[src/hw/acc_pkg.sv]
package acc_pkg;

  // ==========================================================================
  // Register offsets (byte addresses)
  // ==========================================================================
  localparam logic [11:0] OFF_START_TRIGGER    = 12'h000;
  localparam logic [11:0] OFF_HALT_TRIGGER     = 12'h004;
  localparam logic [11:0] OFF_CAPTURE_TRIGGER  = 12'h008;
  localparam logic [11:0] OFF_READY_FLAG       = 12'h100;
  localparam logic [11:0] OFF_FALLING_FLAG     = 12'h104;
  localparam logic [11:0] OFF_RISING_FLAG      = 12'h108;
  localparam logic [11:0] OFF_ANY_EDGE_FLAG    = 12'h10C;
  localparam logic [11:0] OFF_EVENT_TASK_LINKS = 12'h200;
  localparam logic [11:0] OFF_IRQ_ENABLE       = 12'h300;
  localparam logic [11:0] OFF_IRQ_ENABLE_SET   = 12'h304;
  localparam logic [11:0] OFF_IRQ_ENABLE_CLEAR = 12'h308;
  localparam logic [11:0] OFF_COMPARE_OUTCOME  = 12'h400;
  localparam logic [11:0] OFF_BLOCK_ON         = 12'h500;
  localparam logic [11:0] OFF_POS_INPUT_SEL    = 12'h504;
  localparam logic [11:0] OFF_REFERENCE_SOURCE = 12'h508;
  localparam logic [11:0] OFF_EXT_REF_PIN      = 12'h50C;
  localparam logic [11:0] OFF_LADDER_THRESH    = 12'h530;
  localparam logic [11:0] OFF_OPERATING_CONFIG = 12'h534;
  localparam logic [11:0] OFF_DIFF_HYSTERESIS  = 12'h538;

  // ==========================================================================
  // Field layouts
  // ==========================================================================
  localparam int LOWER_FIELD_LSB = 0;   // lower_ladder_field bits 5:0
  localparam int UPPER_FIELD_LSB = 8;   // upper_ladder_field bits 13:8
  localparam int SPEED_LSB       = 0;   // speed field bits 1:0
  localparam int MAIN_MODE_BIT   = 8;   // 0 single-ended, 1 differential
  localparam int LADDER_W        = 6;   // 64 ladder levels
  // event_task_links bit positions
  localparam int LINK_READY_SAMPLE = 0;
  localparam int LINK_READY_STOP   = 1;
  localparam int LINK_DOWN_STOP    = 2;
  localparam int LINK_UP_STOP      = 3;
  localparam int LINK_ANY_EDGE_EVENT_STOP   = 4;
  // Event bit positions in irq enable
  localparam int EV_READY = 0;
  localparam int EV_DOWN  = 1;
  localparam int EV_UP    = 2;
  localparam int EV_ANY_EDGE_EVENT = 3;
  localparam int EV_N     = 4;

  // ==========================================================================
  // Reset values and encodings
  // ==========================================================================
  localparam logic [2:0] REF_INT_1V2     = 3'h0;
  localparam logic [2:0] REF_INT_1V8     = 3'h1;
  localparam logic [2:0] REF_INT_2V4     = 3'h2;
  localparam logic [2:0] REF_SUPPLY      = 3'h4;
  localparam logic [2:0] REF_EXT_OPTION  = 3'h5;
  localparam logic [2:0] REF_RESET       = REF_SUPPLY;
  localparam logic [2:0] POS_HALF_SUPPLY = 3'h7;
  localparam logic [1:0] BLOCK_ON_VALUE  = 2'h2;   // enable encoding
  localparam logic [5:0] LADDER_RESET    = 6'h00;

  // ==========================================================================
  // Timing
  // ==========================================================================
  localparam int CLK_MHZ          = 50;
  localparam int STARTUP_NS       = 1000;  // comparator start-up interval
  localparam int STARTUP_CYCLES   = (STARTUP_NS * CLK_MHZ + 999) / 1000;

  // ==========================================================================
  // Types
  // ==========================================================================
  typedef enum logic [1:0] {
    ACC_IDLE    = 2'b00,
    ACC_WARMING = 2'b01,
    ACC_RUNNING = 2'b10
  } acc_state_t;

  // Analog front-end steering, carried together
  typedef struct packed {
    logic       powerOn;      // acquire pins, run core
    logic [2:0] posSelect;    // positive_input mux
    logic       diffMode;     // negative_input from pin
    logic [2:0] extRefPin;    // external_reference_pin
    logic [2:0] refSource;    // reference_source
    logic [5:0] ladderTap;    // active ladder tap
    logic       hystOn;       // differential hysteresis
    logic [1:0] speed;        // speed/power mode
  } acc_analog_t;

  // Event pulses, carried together
  typedef struct packed {
    logic any_edge_event;
    logic up;
    logic down;
    logic ready;
  } acc_events_t;

endpackage

[src/hw/acc_control.sv]
`timescale 1ns/1ps
// Notes on behaviour
// - When enabled, writing one to start runs, writing one to halt stops.
// - After the start-up interval following start, raise the ready event.
// - While running, every crossing of positive over negative input gives events.
// - Below-to-above raises up, above-to-below down; both raise any_edge_event.
// - Capture task copies the present comparator output into the result register.
// - Positive select picks inputs 0..6 or half supply, in both modes.
// - Differential mode takes negative input from pin chosen by external select.
// - Differential hysteresis: switch only beyond negative input plus/minus half window.
// - Single-ended negative input is a 64-level ladder tap set by thresholds.
// - Output above selects lower tap; output below selects upper tap.
// - Single-ended mode ignores the hysteresis enable register.
// - External reference option uses the external select pin as reference.
// - Result reads 0 when below, 1 when above.
// - Reference codes 0,1,2 internal, 4 supply, 5 external; reset 4.
// - Links: ready to sample or stop; down, up, any_edge_event to stop.
// - Writing one to irq-enable-set enables that event; read returns enables.
module acc_control #(
  parameter int STARTUP_CNT = acc_pkg::STARTUP_CYCLES
) (
  input  wire logic                 clk,
  input  wire logic                 rst,
  input  wire logic                 psel,
  input  wire logic                 penable,
  input  wire logic                 pwrite,
  input  wire logic [11:0]          paddr,
  input  wire logic [31:0]          pwdata,
  output logic      [31:0]          prdata,
  output logic                      pready,
  output logic                      pslverr,
  input  wire logic                 compRaw,
  output acc_pkg::acc_analog_t      analogCtl,
  output acc_pkg::acc_events_t      eventPulse,
  output logic                      irqReq
);
  import acc_pkg::*;

  // ==========================================================================
  // Registers
  // ==========================================================================
  logic [1:0]        blockOn_ff;
  logic [2:0]        posSel_ff;
  logic [2:0]        refSrc_ff;
  logic [2:0]        extRef_ff;
  logic [5:0]        upperTh_ff;
  logic [5:0]        lowerTh_ff;
  logic              diffMode_ff;
  logic [1:0]        speed_ff;
  logic              hyst_ff;
  logic [4:0]        links_ff;
  logic [EV_N-1:0]   irqEn_ff;
  logic [EV_N-1:0]   evFlag_ff;
  logic              result_ff;
  acc_state_t        state_ff;
  logic [15:0]       warmCnt_ff;
  logic              syncA_ff;
  logic              syncB_ff;
  logic              prevOut_ff;
  logic [31:0]       prdata_ff;
  logic              pready_ff;
  logic              slverr_ff;
  acc_analog_t       analog_ff;
  acc_events_t       evPulse_ff;
  logic              irq_ff;

  logic              wrAcc;
  logic              rdAcc;
  logic              enabled;
  logic              startTask;
  logic              stopTask;
  logic              sampleTask;
  logic              readyEv;
  logic              upEv;
  logic              downEv;
  logic              crossEv;
  logic              mapped;
  logic [EV_N-1:0]   evSet;
  logic [31:0]       nxt_prdata;

  // ==========================================================================
  // APB decode: one wait state; a write lands at the completing edge
  // ==========================================================================
  assign wrAcc   = psel && penable && pwrite && pready_ff;
  assign rdAcc   = psel && penable && !pwrite && !pready_ff;
  assign enabled = (blockOn_ff == BLOCK_ON_VALUE);

  // Tasks fire on a written one in bit 0
  // task triggers
  assign startTask  = wrAcc && paddr == OFF_START_TRIGGER && pwdata[0] && enabled;
  assign stopTask   = (wrAcc && paddr == OFF_HALT_TRIGGER && pwdata[0])
                    || (readyEv && links_ff[LINK_READY_STOP])
                    || (downEv && links_ff[LINK_DOWN_STOP])
                    || (upEv && links_ff[LINK_UP_STOP])
                    || (crossEv && links_ff[LINK_ANY_EDGE_EVENT_STOP]);
  assign sampleTask = (wrAcc && paddr == OFF_CAPTURE_TRIGGER && pwdata[0])
                    || (readyEv && links_ff[LINK_READY_SAMPLE]);

  // Pready is a registered pulse so the answer comes one cycle after access
  always_ff @(posedge clk) begin
    if (rst) begin
      pready_ff <= 1'b0;
      slverr_ff <= 1'b0;
    end else begin
      pready_ff <= psel && penable && !pready_ff;
      slverr_ff <= psel && penable && !pready_ff && !mapped;
    end
  end

  // Configuration registers
  always_ff @(posedge clk) begin
    if (rst) begin
      blockOn_ff  <= 2'h0;
      posSel_ff   <= 3'h0;
      refSrc_ff   <= REF_RESET;
      extRef_ff   <= 3'h0;
      upperTh_ff  <= LADDER_RESET;
      lowerTh_ff  <= LADDER_RESET;
      diffMode_ff <= 1'b0;
      speed_ff    <= 2'h0;
      hyst_ff     <= 1'b0;
      links_ff    <= 5'h00;
    end else if (wrAcc) begin
      case (paddr)
        OFF_BLOCK_ON:         blockOn_ff <= pwdata[1:0];
        OFF_POS_INPUT_SEL:    posSel_ff <= pwdata[2:0];
        OFF_REFERENCE_SOURCE: refSrc_ff <= pwdata[2:0];
        OFF_EXT_REF_PIN:      extRef_ff <= pwdata[2:0];
        OFF_LADDER_THRESH: begin
          lowerTh_ff <= pwdata[LOWER_FIELD_LSB +: LADDER_W];
          upperTh_ff <= pwdata[UPPER_FIELD_LSB +: LADDER_W];
        end
        OFF_OPERATING_CONFIG: begin
          speed_ff    <= pwdata[SPEED_LSB +: 2];
          diffMode_ff <= pwdata[MAIN_MODE_BIT];
        end
        // stored, but unused in single-ended mode
        OFF_DIFF_HYSTERESIS:  hyst_ff <= pwdata[0];
        OFF_EVENT_TASK_LINKS: links_ff <= pwdata[4:0];
        default: ;
      endcase
    end
  end

  // Interrupt enables: plain, set and clear views
  // enable set
  always_ff @(posedge clk) begin
    if (rst) begin
      irqEn_ff <= '0;
    end else if (wrAcc && paddr == OFF_IRQ_ENABLE) begin
      irqEn_ff <= pwdata[EV_N-1:0];
    end else if (wrAcc && paddr == OFF_IRQ_ENABLE_SET) begin
      irqEn_ff <= irqEn_ff | pwdata[EV_N-1:0];
    end else if (wrAcc && paddr == OFF_IRQ_ENABLE_CLEAR) begin
      irqEn_ff <= irqEn_ff & ~pwdata[EV_N-1:0];
    end
  end

  // ==========================================================================
  // Run state and start-up interval
  // ==========================================================================
  // warm-up then ready
  always_ff @(posedge clk) begin
    if (rst) begin
      state_ff   <= ACC_IDLE;
      warmCnt_ff <= 16'h0000;
    end else if (!enabled || stopTask) begin
      state_ff   <= ACC_IDLE;
      warmCnt_ff <= 16'h0000;
    end else begin
      case (state_ff)
        ACC_IDLE: begin
          if (startTask) begin
            state_ff   <= ACC_WARMING;
            warmCnt_ff <= 16'h0000;
          end
        end
        ACC_WARMING: begin
          warmCnt_ff <= warmCnt_ff + 16'h0001;
          if (warmCnt_ff == 16'(STARTUP_CNT - 1)) begin
            state_ff <= ACC_RUNNING;
          end
        end
        ACC_RUNNING: state_ff <= ACC_RUNNING;
        default:     state_ff <= ACC_IDLE;
      endcase
    end
  end

  assign readyEv = (state_ff == ACC_WARMING) && (warmCnt_ff == 16'(STARTUP_CNT - 1));

  // ==========================================================================
  // Comparator output: synchroniser and edge events
  // ==========================================================================
  // two-stage sync
  always_ff @(posedge clk) begin
    if (rst) begin
      syncA_ff <= 1'b0;
      syncB_ff <= 1'b0;
    end else begin
      syncA_ff <= compRaw;
      syncB_ff <= syncA_ff;
    end
  end

  // Reference for edges tracks the synchronised output every cycle, whether running or not
  always_ff @(posedge clk) begin
    if (rst) begin
      prevOut_ff <= 1'b0;
    end else begin
      prevOut_ff <= syncB_ff;
    end
  end

  assign upEv    = (state_ff == ACC_RUNNING) && syncB_ff && !prevOut_ff;
  assign downEv  = (state_ff == ACC_RUNNING) && !syncB_ff && prevOut_ff;
  assign crossEv = upEv || downEv;
  assign evSet   = {crossEv, upEv, downEv, readyEv};

  // Sticky event flags; a set in the clearing cycle wins
  // sticky flags
  generate
    for (genvar i = 0; i < EV_N; i++) begin : g_flag
      always_ff @(posedge clk) begin
        if (rst) begin
          evFlag_ff[i] <= 1'b0;
        end else if (evSet[i]) begin
          evFlag_ff[i] <= 1'b1;
        end else if (wrAcc && paddr == (OFF_READY_FLAG + 12'(4 * i)) && !pwdata[0]) begin
          evFlag_ff[i] <= 1'b0;
        end
      end
    end
  endgenerate

  always_ff @(posedge clk) begin
    if (rst) begin
      result_ff <= 1'b0;
    end else if (sampleTask) begin
      result_ff <= syncB_ff;
    end
  end

  // ==========================================================================
  // Analog steering
  // ==========================================================================
  always_ff @(posedge clk) begin
    if (rst) begin
      analog_ff <= '0;
    end else begin
      analog_ff.powerOn   <= enabled && (state_ff != ACC_IDLE);
      analog_ff.posSelect <= posSel_ff;
      analog_ff.diffMode  <= diffMode_ff;
      analog_ff.extRefPin <= extRef_ff;
      analog_ff.refSource <= refSrc_ff;
      analog_ff.ladderTap <= syncB_ff ? lowerTh_ff : upperTh_ff;
      analog_ff.hystOn    <= diffMode_ff && hyst_ff;
      analog_ff.speed     <= speed_ff;
    end
  end

  // Event pulses and interrupt request
  always_ff @(posedge clk) begin
    if (rst) begin
      evPulse_ff <= '0;
      irq_ff     <= 1'b0;
    end else begin
      evPulse_ff <= {crossEv, upEv, downEv, readyEv};
      irq_ff     <= |(evFlag_ff & irqEn_ff);
    end
  end

  // ==========================================================================
  // Read mux
  // ==========================================================================
  always_comb begin
    nxt_prdata = 32'h0000_0000;
    mapped     = 1'b1;
    case (paddr)
      OFF_START_TRIGGER, OFF_HALT_TRIGGER, OFF_CAPTURE_TRIGGER: nxt_prdata = 32'h0000_0000;
      OFF_READY_FLAG:       nxt_prdata[0] = evFlag_ff[EV_READY];
      OFF_FALLING_FLAG:     nxt_prdata[0] = evFlag_ff[EV_DOWN];
      OFF_RISING_FLAG:      nxt_prdata[0] = evFlag_ff[EV_UP];
      OFF_ANY_EDGE_FLAG:    nxt_prdata[0] = evFlag_ff[EV_ANY_EDGE_EVENT];
      OFF_EVENT_TASK_LINKS: nxt_prdata[4:0] = links_ff;
      OFF_IRQ_ENABLE, OFF_IRQ_ENABLE_SET, OFF_IRQ_ENABLE_CLEAR:
        nxt_prdata[EV_N-1:0] = irqEn_ff;
      OFF_COMPARE_OUTCOME:  nxt_prdata[0] = result_ff;
      OFF_BLOCK_ON:         nxt_prdata[1:0] = blockOn_ff;
      OFF_POS_INPUT_SEL:    nxt_prdata[2:0] = posSel_ff;
      OFF_REFERENCE_SOURCE: nxt_prdata[2:0] = refSrc_ff;
      OFF_EXT_REF_PIN:      nxt_prdata[2:0] = extRef_ff;
      OFF_LADDER_THRESH: begin
        nxt_prdata[LOWER_FIELD_LSB +: LADDER_W] = lowerTh_ff;
        nxt_prdata[UPPER_FIELD_LSB +: LADDER_W] = upperTh_ff;
      end
      OFF_OPERATING_CONFIG: begin
        nxt_prdata[SPEED_LSB +: 2]  = speed_ff;
        nxt_prdata[MAIN_MODE_BIT]   = diffMode_ff;
      end
      OFF_DIFF_HYSTERESIS:  nxt_prdata[0] = hyst_ff;
      default:              mapped = 1'b0;
    endcase
  end

  // Read data registered on the access cycle
  always_ff @(posedge clk) begin
    if (rst) begin
      prdata_ff <= 32'h0000_0000;
    end else if (rdAcc) begin
      prdata_ff <= nxt_prdata;
    end
  end

  assign prdata     = prdata_ff;
  assign pready     = pready_ff;
  assign pslverr    = slverr_ff;
  assign analogCtl  = analog_ff;
  assign eventPulse = evPulse_ff;
  assign irqReq     = irq_ff;

endmodule

[config.mk]
export PLATFORM = sky130hd
export DESIGN_NAME = acc_control
export DESIGN_NICKNAME = d
export VERILOG_FILES = /design/src/hw/acc_pkg.sv /design/src/hw/acc_control.sv
export SDC_FILE = /design/constraint.sdc
export NUM_CORES = 1
export LEC_CHECK = 0
export ABC_AREA = 1
export BUFFER_PORTS_ARGS = -buffer_cell sky130_fd_sc_hd__buf_2
export CORE_ASPECT_RATIO = 1.25
export CORE_MARGIN = 10
export CORE_UTILIZATION = 35
export CTS_BUF_LIST = sky130_fd_sc_hd__clkbuf_2 sky130_fd_sc_hd__clkbuf_4 sky130_fd_sc_hd__clkbuf_8
export DETAILED_ROUTE_END_ITERATION = 7
export GPL_TIMING_DRIVEN = 0
export RECOVER_POWER = 50
export SLEW_MARGIN = 20
export SYNTH_ARGS = -nofsm -noshare
export SYNTH_HDL_FRONTEND = slang
export SYNTH_SLANG_ARGS = --single-unit
[constraint.sdc]
create_clock -name clk -period 1.8 [get_ports clk]
set_input_delay 0.18 -clock clk [delete_from_list [all_inputs] [get_ports clk]]
set_output_delay 0.18 -clock clk [all_outputs]
set_load 0.05 [all_outputs]
==> summary.md, run 1 <==
| Metric | Value |
|---|---|
| Outcome | `complete, no violations` |
| Worst-path cell chain | `nand4_4 > nor2_4 > nand2_1 > o21ai_4 > nand2_4 > inv_4 > buf_6 > nand2_1 > a21oi_2` |
| Number of synthesized flops with an enable pin | `0` |
| Top-area cell type share of the netlist area | `40.6%` |
| Final #Nets | `between 800 and 900` |
| Routed WL per cell | `14.6 um` |
| Slowest stage cell, crit path | `dfxtp_2` |
| Placement Setup Slack | `-0.0392 ns` |
| Slowest stage delay, CP | `0.38 ns` |
| FMAX | `596 MHz` |
| Number of inserted diodes | `0` |
| Clock-pin slew on the worst setup and hold paths | `approximately 0.11 ns` |
| Crit path kind | `register to register` |
| Syn avg cell area | `slightly above 7 um^2` |
| Largest cells by area after synthesis | `dfxtp_1 41%, nand2_1 9.4%, nor2_1 6.6%` |
| Critical path arrival | `2.00 ns` |
| Grt ovf | `0` |
| Async S/R FF share, synth | `0%` |
| Core area | `0.0139 mm^2` |
| Vias | `4542` |
| Die H | `153 um` |
| 1st-pass router iterations | `4` |
| Htree depth | `3` |
| Final period util | `93.2%` |
| Port bufs | `67` |
| CP most frequent cell | `nand2_1` |
| Minimum clock period | `1.68 ns` |
| Routability cong. | `0.946` |
| Global Route Usage Sum | `14.3%` |
| Netlist Area Pre-Place | `0.00497 mm^2` |
| Final Max Tran Viols | `0` |
| Effective utilization at floorplan | `35.9%` |
| Hold endpoint | `upperTh_ff[2]$_SDFFE_PP0P_` |
| CTS buffer count | `9` |
| Clock Sinks | `101` |
| Sequential share of the synthesized area | `roughly 40%` |
| CTS Root Cell | `clkbuf_8` |
| Starting DRT DRC Count | `258` |
| Max_cap viols | `0` |
| Yosys reg bits | `101` |
| Final Hold Fails | `0` |
| Post-Route Skew | `between 0.015 and 0.02 ns` |
| R2R Path Start | `pready$_SDFF_PP0_` |
| Chip width | `127 um` |
| Part of the power in combinational logic | `under 10%` |
| Power density over the cells | `roughly 730 mW/mm^2` |
| Switching power | `between 1000 and 1500 uW` |
| WL final | `14.1 mm` |
| Crit start category | `register` |
| Leak | `between 0.002 and 0.0025 uW` |
| Unrepaired setup endpoints after global routing | `true` |
| Yosys Warn Count | `0` |
| Worst slew margin | `53.8%` |
| Fraction of layout cells with a size suffix above 1 | `roughly 16%` |
| Post-DP HPWL | `11.0 mm` |
| Worst reg2reg endpoint | `warmCnt_ff[4]$_SDFFE_PP0P_` |
| Reg power frac | `53.3%` |
| R2r setup slk | `between 0.1 and 0.15 ns` |
| HP Class | `input port to register` |
| Latest clock arrival within the worst-skew pair | `0.39 ns` |
| Residual DRC | `0` |
| CTS tree | `built` |
| Vias/cell | `4.70` |
| Hold Path Cell Cnt | `3` |
| Synth-to-Final Area Change | `17.0%` |
| P_int | `3060 uW` |
| Hold_sp | `pwdata[10]` |
| Clock share of power | `37.5%` |
| Largest net degree at the start of global routing | `19` |
| Die area | `0.0194 mm^2` |
| Worst reg2reg path depth | `9` |
| Max VDD drop | `0.319 mV` |
| Required time worst endpoint | `between 2 and 2.5 ns` |
| Cell variety after synth | `43` |
| Initial antenna violation count | `0` |
| CP Capture Type | `register` |
| Cell taking the most area after synthesis | `dfxtp_1` |
| Final ANT Viol Nets | `0` |
| Cell Rows | `48` |
| Vias in the first global route | `4318` |
| First-pass GRT wire length | `22.4 mm` |
| I/O pin total | `109` |
| Sw Ratio | `28.0%` |
| Setup TNS | `0 ns` |
| Worst Max-Slew Pin Slew | `0.691 ns` |
| Max clock buf depth | `2` |
| Finish-stage setup viols | `0` |
| Worst-path maximum fanout | `10` |
| Post-synth top flop | `dfxtp_1` |
| Synth Instances | `approximately 700` |
| Worst setup margin | `0.122 ns` |
layout by cell type, fill, tap and decap left out, types with 4 or more instances in the layout:
cell,instances
a21oi_1,43
a21oi_2,13
buf_2,35
buf_4,22
clkbuf_1,48
clkbuf_8,10
conb_1,20
dfxtp_1,98
ha_1,5
inv_1,79
nand2_1,124
nand2_2,4
nand3_1,54
nand4_1,5
nor2_1,88
nor2_2,5
nor2_4,4
nor3_1,9
o211ai_1,6
o21ai_0,55
o21ai_1,5
xor2_1,13
power by group through the flow:
stage	sequential (uW)	combinational, uW	clock, uW
6_report	2260	391	1590
5_1_grt	2260	422	1720
4_1_cts	2260	397	1620
3_5_place_dp	2310	394	0
3_3_place_gp	2310	394	0
2_1_floorplan	2370	227	0
synth_stat cells, types with 2 or more instances:
cell        n
o221ai_1    2
a21oi_1    43
buf_2       7
nor3_2      3
o211ai_1    6
nor2_1     88
o21ai_1     5
dfxtp_1   101
nand3_1    53
nand2_2     4
o21ai_0    55
o31ai_1     2
nor2_2      5
inv_1      79
buf_1       2
nor2_4      4
ha_1        6
nand3_2     2
nand2_4     3
nand4_1     5
nand2_1   124
xor2_1     13
clkinv_1    3
buf_4      21
nor3_1      9
clkbuf_1    9
inv_2       3
a21oi_2    13
flip-flops by register name, indices dropped and copies added (netlist names), 4 cells and up, named ones only:
name	cells
evFlag_ff	4
links_ff	5
prdata	12
eventPulse	4
upperTh_ff	6
lowerTh_ff	6
warmCnt_ff	16
analogCtl	20
repair_timing:
item	4_1_cts	5_1_grt
resized for setup	0	8
pin swaps	2	3
setup buffers	2	1
setup endpoints to repair	10	17
hold buffers	1	0
hold endpoints to repair	1	0
worst max-delay path: cells and delay by family, from the launching register on:
family                 cells  cell delay [ns]
and+or+nand+nor            5             0.66
DFF                        1             0.38
buffers and inverters      2             0.27
AOI/OAI and AO/OA          2             0.30
final cells by class:
| type | count | area [um^2] |
|---|---|---|
| plain buffers | 41 | 267 |
| clock buffers | 10 | 138 |
| clock inverters | 6 | 77.6 |
| fillers | 1513 | 8060 |
| inverters | 86 | 325 |
| multi-input cells | 476 | 2430 |
| flip-flops and latches | 101 | 2030 |
| well taps | 175 | 219 |
| repair buffers | 71 | 335 |
per-stage QoR:
step                      hold WS [ns]  instances  total power, uW  utilization [%]  area [um^2]
final                           0.0578        966             4240             41.9         5820
after floorplan                  0.287        704             2600                -         5050
after global routing            0.0741        966             4400             41.9         5820
after CTS                       0.0634        965             4280             42.2         5850
after global placement           0.387        946             2710             40.4         5600
after detailed placement         0.393        946             2710             40.4         5600
cells by family (layout without fill, tap and decap cells):
logic type	after synthesis	after routing	synth area share (%)
AO/OA/AOI/OAI	131	131	15.5
adder cells (fa/ha/maj)	6	6	1.51
flip-flops	101	101	40.6
buffers and inverters	127	214	11.9
XOR/XNOR	13	13	2.29
AND/OR/NAND/NOR	306	306	28.1
other	1	20	0.0754
how the worst max path moves through the flow:
stage | from | to | slack (ns) | depth (start not counted)
detailed placement | state_ff[0]$_SDFFE_PP0P_ | warmCnt_ff[8]$_SDFFE_PP0P_ | -0.04 | 10
floorplan | pready$_SDFF_PP0_ | warmCnt_ff[3]$_SDFFE_PP0P_ | 0.20 | 9
global route | state_ff[1]$_SDFFE_PP0P_ | warmCnt_ff[9]$_SDFFE_PP0P_ | -0.01 | 9
global placement | state_ff[0]$_SDFFE_PP0P_ | warmCnt_ff[11]$_SDFFE_PP0P_ | -0.03 | 10
finish | pready$_SDFF_PP0_ | warmCnt_ff[4]$_SDFFE_PP0P_ | 0.12 | 9
CTS | state_ff[0]$_SDFFE_PP0P_ | warmCnt_ff[9]$_SDFFE_PP0P_ | 0.03 | 10
layer usage:
metal	part of all wire [%]	vias to the layer above	track usage, %
li1	-	2368	-
met1	41	2045	16.4
met2	50	101	24.1
met3	5.5	28	3.22
met4	3.2	0	7.06
met5	0	-	0
No activity file was read; power rests on OpenSTA's default activity.
==> run 2, diff against run 1 <==
==> constraint.sdc (replaced) <==
create_clock -name clk -period 1.8 [get_ports clk]
set_input_delay 0.09 -clock clk [delete_from_list [all_inputs] [get_ports clk]]
set_output_delay 0.09 -clock clk [all_outputs]
set_load 0.05 [all_outputs]
==> run 2 against run 1 <==
Clock skew down 0.0034 ns. Register-to-register slack hardly changed. Maximum frequency decreased by 0.39%. Sequential share of layout area fell by 0.39 points. Power is 0.15% higher. Die area unchanged. Design area is 1.1% higher. Final cell count increased by 0.62%. Critical path type unchanged. Largest cell class unchanged.
==> summary.md, run 2 (synthesis results as in run 1) <==
| Metric | Value |
|---|---|
| Largest net degree at the start of global routing | `19 (unchanged)` |
| R2r setup slk | `0.11 ns (was 0.12 ns)` |
| Worst setup margin | `0.115 ns (was 0.122 ns)` |
| Die H | `153 um (unchanged)` |
| CP Capture Type | `register (unchanged)` |
| Highest metal used | `met4 (unchanged)` |
| Hold_sp | `pwdata[8] (was pwdata[10])` |
| Post-Route Skew | `0.0144 ns (was 0.0177 ns)` |
| Core area | `0.0139 mm^2 (unchanged)` |
| Final ANT Viol Nets | `0 (unchanged)` |
| Hold endpoint | `upperTh_ff[0]$_SDFFE_PP0P_ (was upperTh_ff[2]$_SDFFE_PP0P_)` |
| Final Hold Fails | `0 (unchanged)` |
| I/O pin total | `109 (unchanged)` |
| Max clock buf depth | `2 (unchanged)` |
| Minimum clock period | `1.69 ns (was 1.68 ns)` |
| Worst Max-Slew Pin Slew | `0.693 ns (was 0.691 ns)` |
| Most frequent cells in the layout | `124 x nand2_1, 98 x dfxtp_1, 87 x nor2_1 (was 124 x nand2_1, 98 x dfxtp_1, 88 x nor2_1)` |
| CTS Root Cell | `clkbuf_8 (unchanged)` |
| Worst slew margin | `53.8% (about the same)` |
| First-pass GRT wire length | `22.5 mm (was 22.4 mm)` |
| CTS tree | `built (unchanged)` |
| Crit path kind | `register to register (unchanged)` |
| Cell Rows | `48 (unchanged)` |
| Latest clock arrival within the worst-skew pair | `0.39 ns (about the same)` |
| Placement Setup Slack | `-0.0392 ns (unchanged)` |
| Worst reg2reg endpoint | `warmCnt_ff[4]$_SDFFE_PP0P_ (unchanged)` |
| Hold Path Cell Cnt | `3 (unchanged)` |
| Htree depth | `3 (unchanged)` |
| Finish-stage setup viols | `0 (unchanged)` |
| Global Route Usage Sum | `14.3% (about the same)` |
| Power density over the cells | `722 mW/mm^2 (was 730 mW/mm^2)` |
| 1st-pass router iterations | `5 (was 4)` |
| Effective utilization at floorplan | `35.9% (unchanged)` |
| Port bufs | `67 (unchanged)` |
| Leak | `0.00239 uW (was 0.00237 uW)` |
| Number of inserted diodes | `0 (unchanged)` |
| Grt ovf | `0 (unchanged)` |
| Fraction of layout cells with a size suffix above 1 | `15.7% (about the same)` |
| CTS buffer count | `9 (unchanged)` |
| Unrepaired setup endpoints after global routing | `true (unchanged)` |
| Crit start category | `register (unchanged)` |
| Hold slack | `0.00467 ns (was 0.0578 ns)` |
| Final #Nets | `848 (was 842)` |
| Worst reg2reg path depth | `9 (unchanged)` |
| Vias | `4597 (was 4542)` |
| Vias in the first global route | `4350 (was 4318)` |
| Required time worst endpoint | `2.12 ns (about the same)` |
| Overall power | `4250 uW (was 4240 uW)` |
| Worst-path maximum fanout | `10 (unchanged)` |
| Placed Cells | `946 (unchanged)` |
| Final period util | `93.6% (was 93.2%)` |
| FMAX | `593 MHz (was 596 MHz)` |
| WL final | `14.2 mm (was 14.1 mm)` |
| Setup TNS | `0 ns (unchanged)` |
| Chip width | `127 um (unchanged)` |
| Metal2 WL | `7.04 mm (was 7.08 mm)` |
| Final Max Tran Viols | `0 (unchanged)` |
| Final instance count without filler cells | `972 (was 966)` |
| Max_cap viols | `0 (unchanged)` |
| R2R Path Start | `pready$_SDFF_PP0_ (unchanged)` |
| Metal-1 WL | `5.95 mm (was 5.81 mm)` |
| WL met3 | `706 um (was 776 um)` |
| Die area | `0.0194 mm^2 (unchanged)` |
| Critical path arrival | `2.00 ns (about the same)` |
| HP Class | `input port to register (unchanged)` |
| Clock Sinks | `101 (unchanged)` |
| Initial antenna violation count | `0 (unchanged)` |
| Residual DRC | `0 (unchanged)` |
| Starting DRT DRC Count | `256 (was 258)` |
| Clock-pin slew on the worst setup and hold paths | `0.11 ns (about the same)` |
| Routability cong. | `0.946 (unchanged)` |
| Synth-to-Final Area Change | `18.3% (was 17.0%)` |
| Largest register FFs | `20 (unchanged)` |
| Vias/cell | `4.73 (was 4.70)` |
| Post-DP HPWL | `11.0 mm (unchanged)` |
| Outcome | `complete, no violations (unchanged)` |
| Most common cell after layout, fill and taps aside | `nand2_1 (unchanged)` |
| Routed WL per cell | `14.6 um (about the same)` |
| Max VDD drop | `0.338 mV (was 0.319 mV)` |
## run 2: changes by cell type in the layout (fill, tap and decap cells not counted)
cell,previous run,this run
nand3_1,54,53
nand3_2,1,2
buf_2,35,34
nor2_1,88,87
clkbuf_1,48,49
dlygate4sd3_1,1,7
nor2_2,5,6
## run 2: worst max path at each step
stage | startpoint | to | slack (ns) | cells after the start
floorplan | pready$_SDFF_PP0_ | warmCnt_ff[3]$_SDFFE_PP0P_ | 0.20 | 9
global placement | state_ff[0]$_SDFFE_PP0P_ | warmCnt_ff[11]$_SDFFE_PP0P_ | -0.03 | 10
detailed placement | state_ff[0]$_SDFFE_PP0P_ | warmCnt_ff[8]$_SDFFE_PP0P_ | -0.04 | 10
CTS | state_ff[0]$_SDFFE_PP0P_ | warmCnt_ff[9]$_SDFFE_PP0P_ | 0.03 | 10
global route | state_ff[1]$_SDFFE_PP0P_ | warmCnt_ff[9]$_SDFFE_PP0P_ | -0.01 | 9
finish | pready$_SDFF_PP0_ | warmCnt_ff[4]$_SDFFE_PP0P_ | 0.11 | 9
## run 2: layer usage
layer | up-vias | global-route usage [%]
li1 | 2386 | -
met1 | 2074 | 16.5
met2 | 105 | 24.2
met3 | 32 | 3.18
met4 | 0 | 7.28
met5 | - | 0
## run 2: repair_timing
action	in CTS	in global routing
cloned	0	0
setup endpoints to repair	10	18
pin swaps	2	3
endpoints found under the hold margin	6	0
resized for setup	0	8
setup buffers	2	1
hold buffers	7	0
## run 2: worst max-delay path, cell delays in order (launching register included)
cell     delay, ns
dfxtp_2       0.38
nand4_4       0.16
nor2_4        0.20
nand2_1       0.12
o21ai_4       0.19
nand2_4       0.12
inv_4         0.12
buf_6         0.15
nand2_1       0.07
a21oi_2       0.11
## run 2: stage by stage
| step | area [um^2] | util, % |
|---|---|---|
| 2_1_floorplan | 5050 | - |
| 3_3_place_gp | 5600 | 40.4 |
| 3_5_place_dp | 5600 | 40.4 |
| 4_1_cts | 5910 | 42.6 |
| 5_1_grt | 5880 | 42.4 |
| 6_report | 5880 | 42.4 |
## run 2: power by group
| group | total [uW] | internal (uW) | switching (uW) |
|---|---|---|---|
| clock network | 1590 | 708 | 879 |
| registers | 2260 | 2250 | 9.38 |
| logic | 402 | 103 | 299 |
| total | 4250 | 3060 | 1190 |
## run 2: layout make-up
cell class                      count  area, um^2
Fill cell                        1505        7990
Multi-Input combinational cell    476        2440
Sequential cell                   101        2030
Timing Repair Buffer               77         394
Inverter                           86         325
Buffer                             41         267
Tap cell                          175         219
Clock buffer                       10         138
Clock inverter                      6        77.6
==> run 3, diff against run 2 <==
--- a/config.mk
+++ b/config.mk
@@ -7,13 +7,14 @@
 export LEC_CHECK = 0
 export ABC_AREA = 1
 export BUFFER_PORTS_ARGS = -buffer_cell sky130_fd_sc_hd__buf_2
+export CAP_MARGIN = 25
 export CORE_ASPECT_RATIO = 1.25
 export CORE_MARGIN = 10
 export CORE_UTILIZATION = 35
 export CTS_BUF_LIST = sky130_fd_sc_hd__clkbuf_2 sky130_fd_sc_hd__clkbuf_4 sky130_fd_sc_hd__clkbuf_8
 export DETAILED_ROUTE_END_ITERATION = 7
+export GPL_ROUTABILITY_DRIVEN = 0
 export GPL_TIMING_DRIVEN = 0
-export RECOVER_POWER = 50
 export SLEW_MARGIN = 20
 export SYNTH_ARGS = -nofsm -noshare
 export SYNTH_HDL_FRONTEND = slang
==> run 3 against run 2 <==
Sequential power is essentially flat. Register-to-register slack gained 0.02 ns. Largest power group unchanged. Design area grew 1.0%. Global-route usage increased by 0.28 points. Non-clock buffer count rose by 3. Critical path type is now input port to register. Routed wire length is 0.96% higher. Maximum frequency grew 1.4%. Die area unchanged.
==> summary.md, run 3 (synthesis results as in run 1) <==
| Metric | Value |
|---|---|
| CTS buffer count | `9 (unchanged)` |
| Max VDD drop | `0.383 mV (was 0.338 mV)` |
| Number of inserted diodes | `0 (unchanged)` |
| Die area | `0.0194 mm^2 (unchanged)` |
| Switching power | `1140 uW (was 1190 uW)` |
| Part of the power in combinational logic | `9.7% (was 9.5%)` |
| Worst reg2reg endpoint | `warmCnt_ff[4]$_SDFFE_PP0P_ (unchanged)` |
| Starting DRT DRC Count | `207 (was 256)` |
| Overall power | `4250 uW (about the same)` |
| Worst Setup EP | `lowerTh_ff[5]$_SDFFE_PP0P_ (was warmCnt_ff[4]$_SDFFE_PP0P_)` |
| Unrepaired setup endpoints after global routing | `true (unchanged)` |
| Fraction of layout cells with a size suffix above 1 | `20.6% (was 15.7%)` |
| Vias/cell | `4.73 (about the same)` |
| Max_cap viols | `0 (unchanged)` |
| Setup TNS | `0 ns (unchanged)` |
| Crit path kind | `input port to register (was register to register)` |
| 1st-pass router iterations | `5 (unchanged)` |
| Hold slack | `0.0186 ns (was 0.00467 ns)` |
| Htree depth | `3 (unchanged)` |
| Worst-path maximum fanout | `10 (unchanged)` |
| Fill cells | `1477 (was 1505)` |
| Worst reg2reg path depth | `9 (unchanged)` |
| Grt ovf | `0 (unchanged)` |
| Core area | `0.0139 mm^2 (unchanged)` |
| HP Class | `input port to register (unchanged)` |
| WL final | `14.4 mm (was 14.2 mm)` |
| Most common cell after layout, fill and taps aside | `nand2_1 (unchanged)` |
| Power density over the cells | `714 mW/mm^2 (was 722 mW/mm^2)` |
| Max clock buf depth | `2 (unchanged)` |
| Clock Sinks | `101 (unchanged)` |
| Final period util | `92.3% (was 93.6%)` |
| Crit start category | `input port (was register)` |
| FMAX | `602 MHz (was 593 MHz)` |
| Worst Max-Slew Pin Slew | `0.631 ns (was 0.693 ns)` |
| WL met3 | `704 um (was 706 um)` |
| Highest metal used | `met4 (unchanged)` |
| Sw Ratio | `26.9% (was 27.9%)` |
| Final ANT Viol Nets | `0 (unchanged)` |
| Required time worst endpoint | `2.11 ns (was 2.12 ns)` |
| Largest net degree at the start of global routing | `17 (was 19)` |
| Reg power frac | `53.2% (about the same)` |
| Die H | `153 um (unchanged)` |
| I/O pin total | `109 (unchanged)` |
| Latest clock arrival within the worst-skew pair | `0.39 ns (about the same)` |
| CP most frequent cell | `buf_2 (was nand2_1)` |
| Minimum clock period | `1.66 ns (was 1.69 ns)` |
| P_int | `3110 uW (was 3060 uW)` |
| Outcome | `complete, no violations (unchanged)` |
| Effective utilization at floorplan | `35.9% (unchanged)` |
| Worst-path cell chain | `dlygate4sd3_1 > buf_2 > nand4_4 > clkinv_1 > nand2_2 > buf_2 > o21ai_0 > a21oi_1 (was nand4_4 > nor2_4 > nand2_1 > o21ai_4 > nand2_4 > inv_4 > buf_6 > nand2_1 > a21oi_2)` |
| Chip width | `127 um (unchanged)` |
| R2R Path Start | `pready$_SDFF_PP0_ (unchanged)` |
| CTS Root Cell | `clkbuf_8 (unchanged)` |
| Most frequent cells in the layout | `124 x nand2_1, 98 x dfxtp_1, 88 x nor2_1 (was 124 x nand2_1, 98 x dfxtp_1, 87 x nor2_1)` |
| Routed WL per cell | `14.7 um (was 14.6 um)` |
| Synth-to-Final Area Change | `19.5% (was 18.3%)` |
| Slowest stage cell, crit path | `dlygate4sd3_1 (was dfxtp_2)` |
| Finish-stage setup viols | `0 (unchanged)` |
| Metal-1 WL | `5.94 mm (was 5.95 mm)` |
| Vias | `4613 (was 4597)` |
| First-pass GRT wire length | `23.1 mm (was 22.5 mm)` |
| Critical path arrival | `1.97 ns (was 2.00 ns)` |
| Initial antenna violation count | `0 (unchanged)` |
| Final Max Tran Viols | `0 (unchanged)` |
| Final #Nets | `851 (was 848)` |
| Vias in the first global route | `4547 (was 4350)` |
| CP Capture Type | `register (unchanged)` |
| Worst slew margin | `58.0% (was 53.8%)` |
| Port bufs | `67 (unchanged)` |
| Global Route Usage Sum | `14.6% (was 14.3%)` |
| Largest register FFs | `20 (unchanged)` |
| Clock-pin slew on the worst setup and hold paths | `0.11 ns (about the same)` |
| Leak | `0.00257 uW (was 0.00239 uW)` |
| R2r setup slk | `0.14 ns (was 0.11 ns)` |
| Post-Route Skew | `0.0221 ns (was 0.0144 ns)` |
| Start point of the critical path | `penable (was pready$_SDFF_PP0_)` |
| Slowest stage delay, CP | `0.53 ns (was 0.38 ns)` |
| Cell Rows | `48 (unchanged)` |
| CTS tree | `built (unchanged)` |
| Post-DP HPWL | `11.0 mm (about the same)` |
| Metal2 WL | `7.17 mm (was 7.04 mm)` |
| Clock share of power | `37.1% (was 37.3%)` |
| Residual DRC | `0 (unchanged)` |
| Final Hold Fails | `0 (unchanged)` |
## run 3: power groups by stage
stage                     Combinational [uW]  Sequential [uW]  Clock [uW]
after CTS                                410             2260        1620
after floorplan                          227             2370           0
after global routing                     442             2260        1700
final                                    412             2260        1580
after global placement                   394             2310           0
after detailed placement                 394             2310           0
## run 3: worst max-delay path: cells and delay by family
family / cells / cell delay (ns)
AOI/OAI and AO/OA: 2 / 0.25
buffers and inverters: 4 / 1.25
and+or+nand+nor: 2 / 0.38
## run 3: worst min-delay path by stage
stage / from / to / depth (start not counted) / slack, ns
global placement: compRaw / syncA_ff$_SDFF_PP0_ / 3 / 0.29
finish: pwdata[0] / hyst_ff$_SDFFE_PP0P_ / 3 / 0.02
CTS: pwdata[0] / hyst_ff$_SDFFE_PP0P_ / 3 / 0.006
detailed placement: compRaw / syncA_ff$_SDFF_PP0_ / 3 / 0.30
global route: pwdata[5] / lowerTh_ff[5]$_SDFFE_PP0P_ / 3 / 0.02
floorplan: compRaw / syncA_ff$_SDFF_PP0_ / 2 / 0.20
## run 3: timing repair
action | in CTS | in global routing
pin swaps | 2 | 3
endpoints found under the hold margin | 8 | 0
setup endpoints to repair | 10 | 18
hold buffers | 9 | 0
setup buffers | 3 | 2
resized for setup | 0 | 4
## run 3: cell type report
| cell class | instances | area, um^2 | share of cell area [%] |
|---|---|---|---|
| Multi-Input combinational cell | 476 | 2430 | 40.9 |
| Sequential cell | 101 | 2030 | 34.1 |
| Timing Repair Buffer | 81 | 467 | 7.85 |
| Inverter | 86 | 325 | 5.47 |
| Buffer | 40 | 262 | 4.40 |
| Tap cell | 175 | 219 | 3.68 |
| Clock buffer | 12 | 159 | 2.67 |
| Clock inverter | 4 | 55.1 | 0.926 |
## run 3: through the flow
stage                     instance area (um^2)  instances  util (%)  worst slack, ns
after global placement                    5600        946      40.4          -0.0521
after floorplan                           5050        704         -            0.203
final                                     5950        975      42.9            0.139
after detailed placement                  5600        946      40.4          -0.0906
after global routing                      5950        975      42.9       -0.0000400
after CTS                                 5930        974      42.7           0.0410
## run 3: per-layer routing
metal / track usage (%) / vias to the layer above
met2: 24.9 / 102
met4: 7.33 / 0
li1: - / 2387
met1: 16.5 / 2091
met5: 0 / -
met3: 3.63 / 33
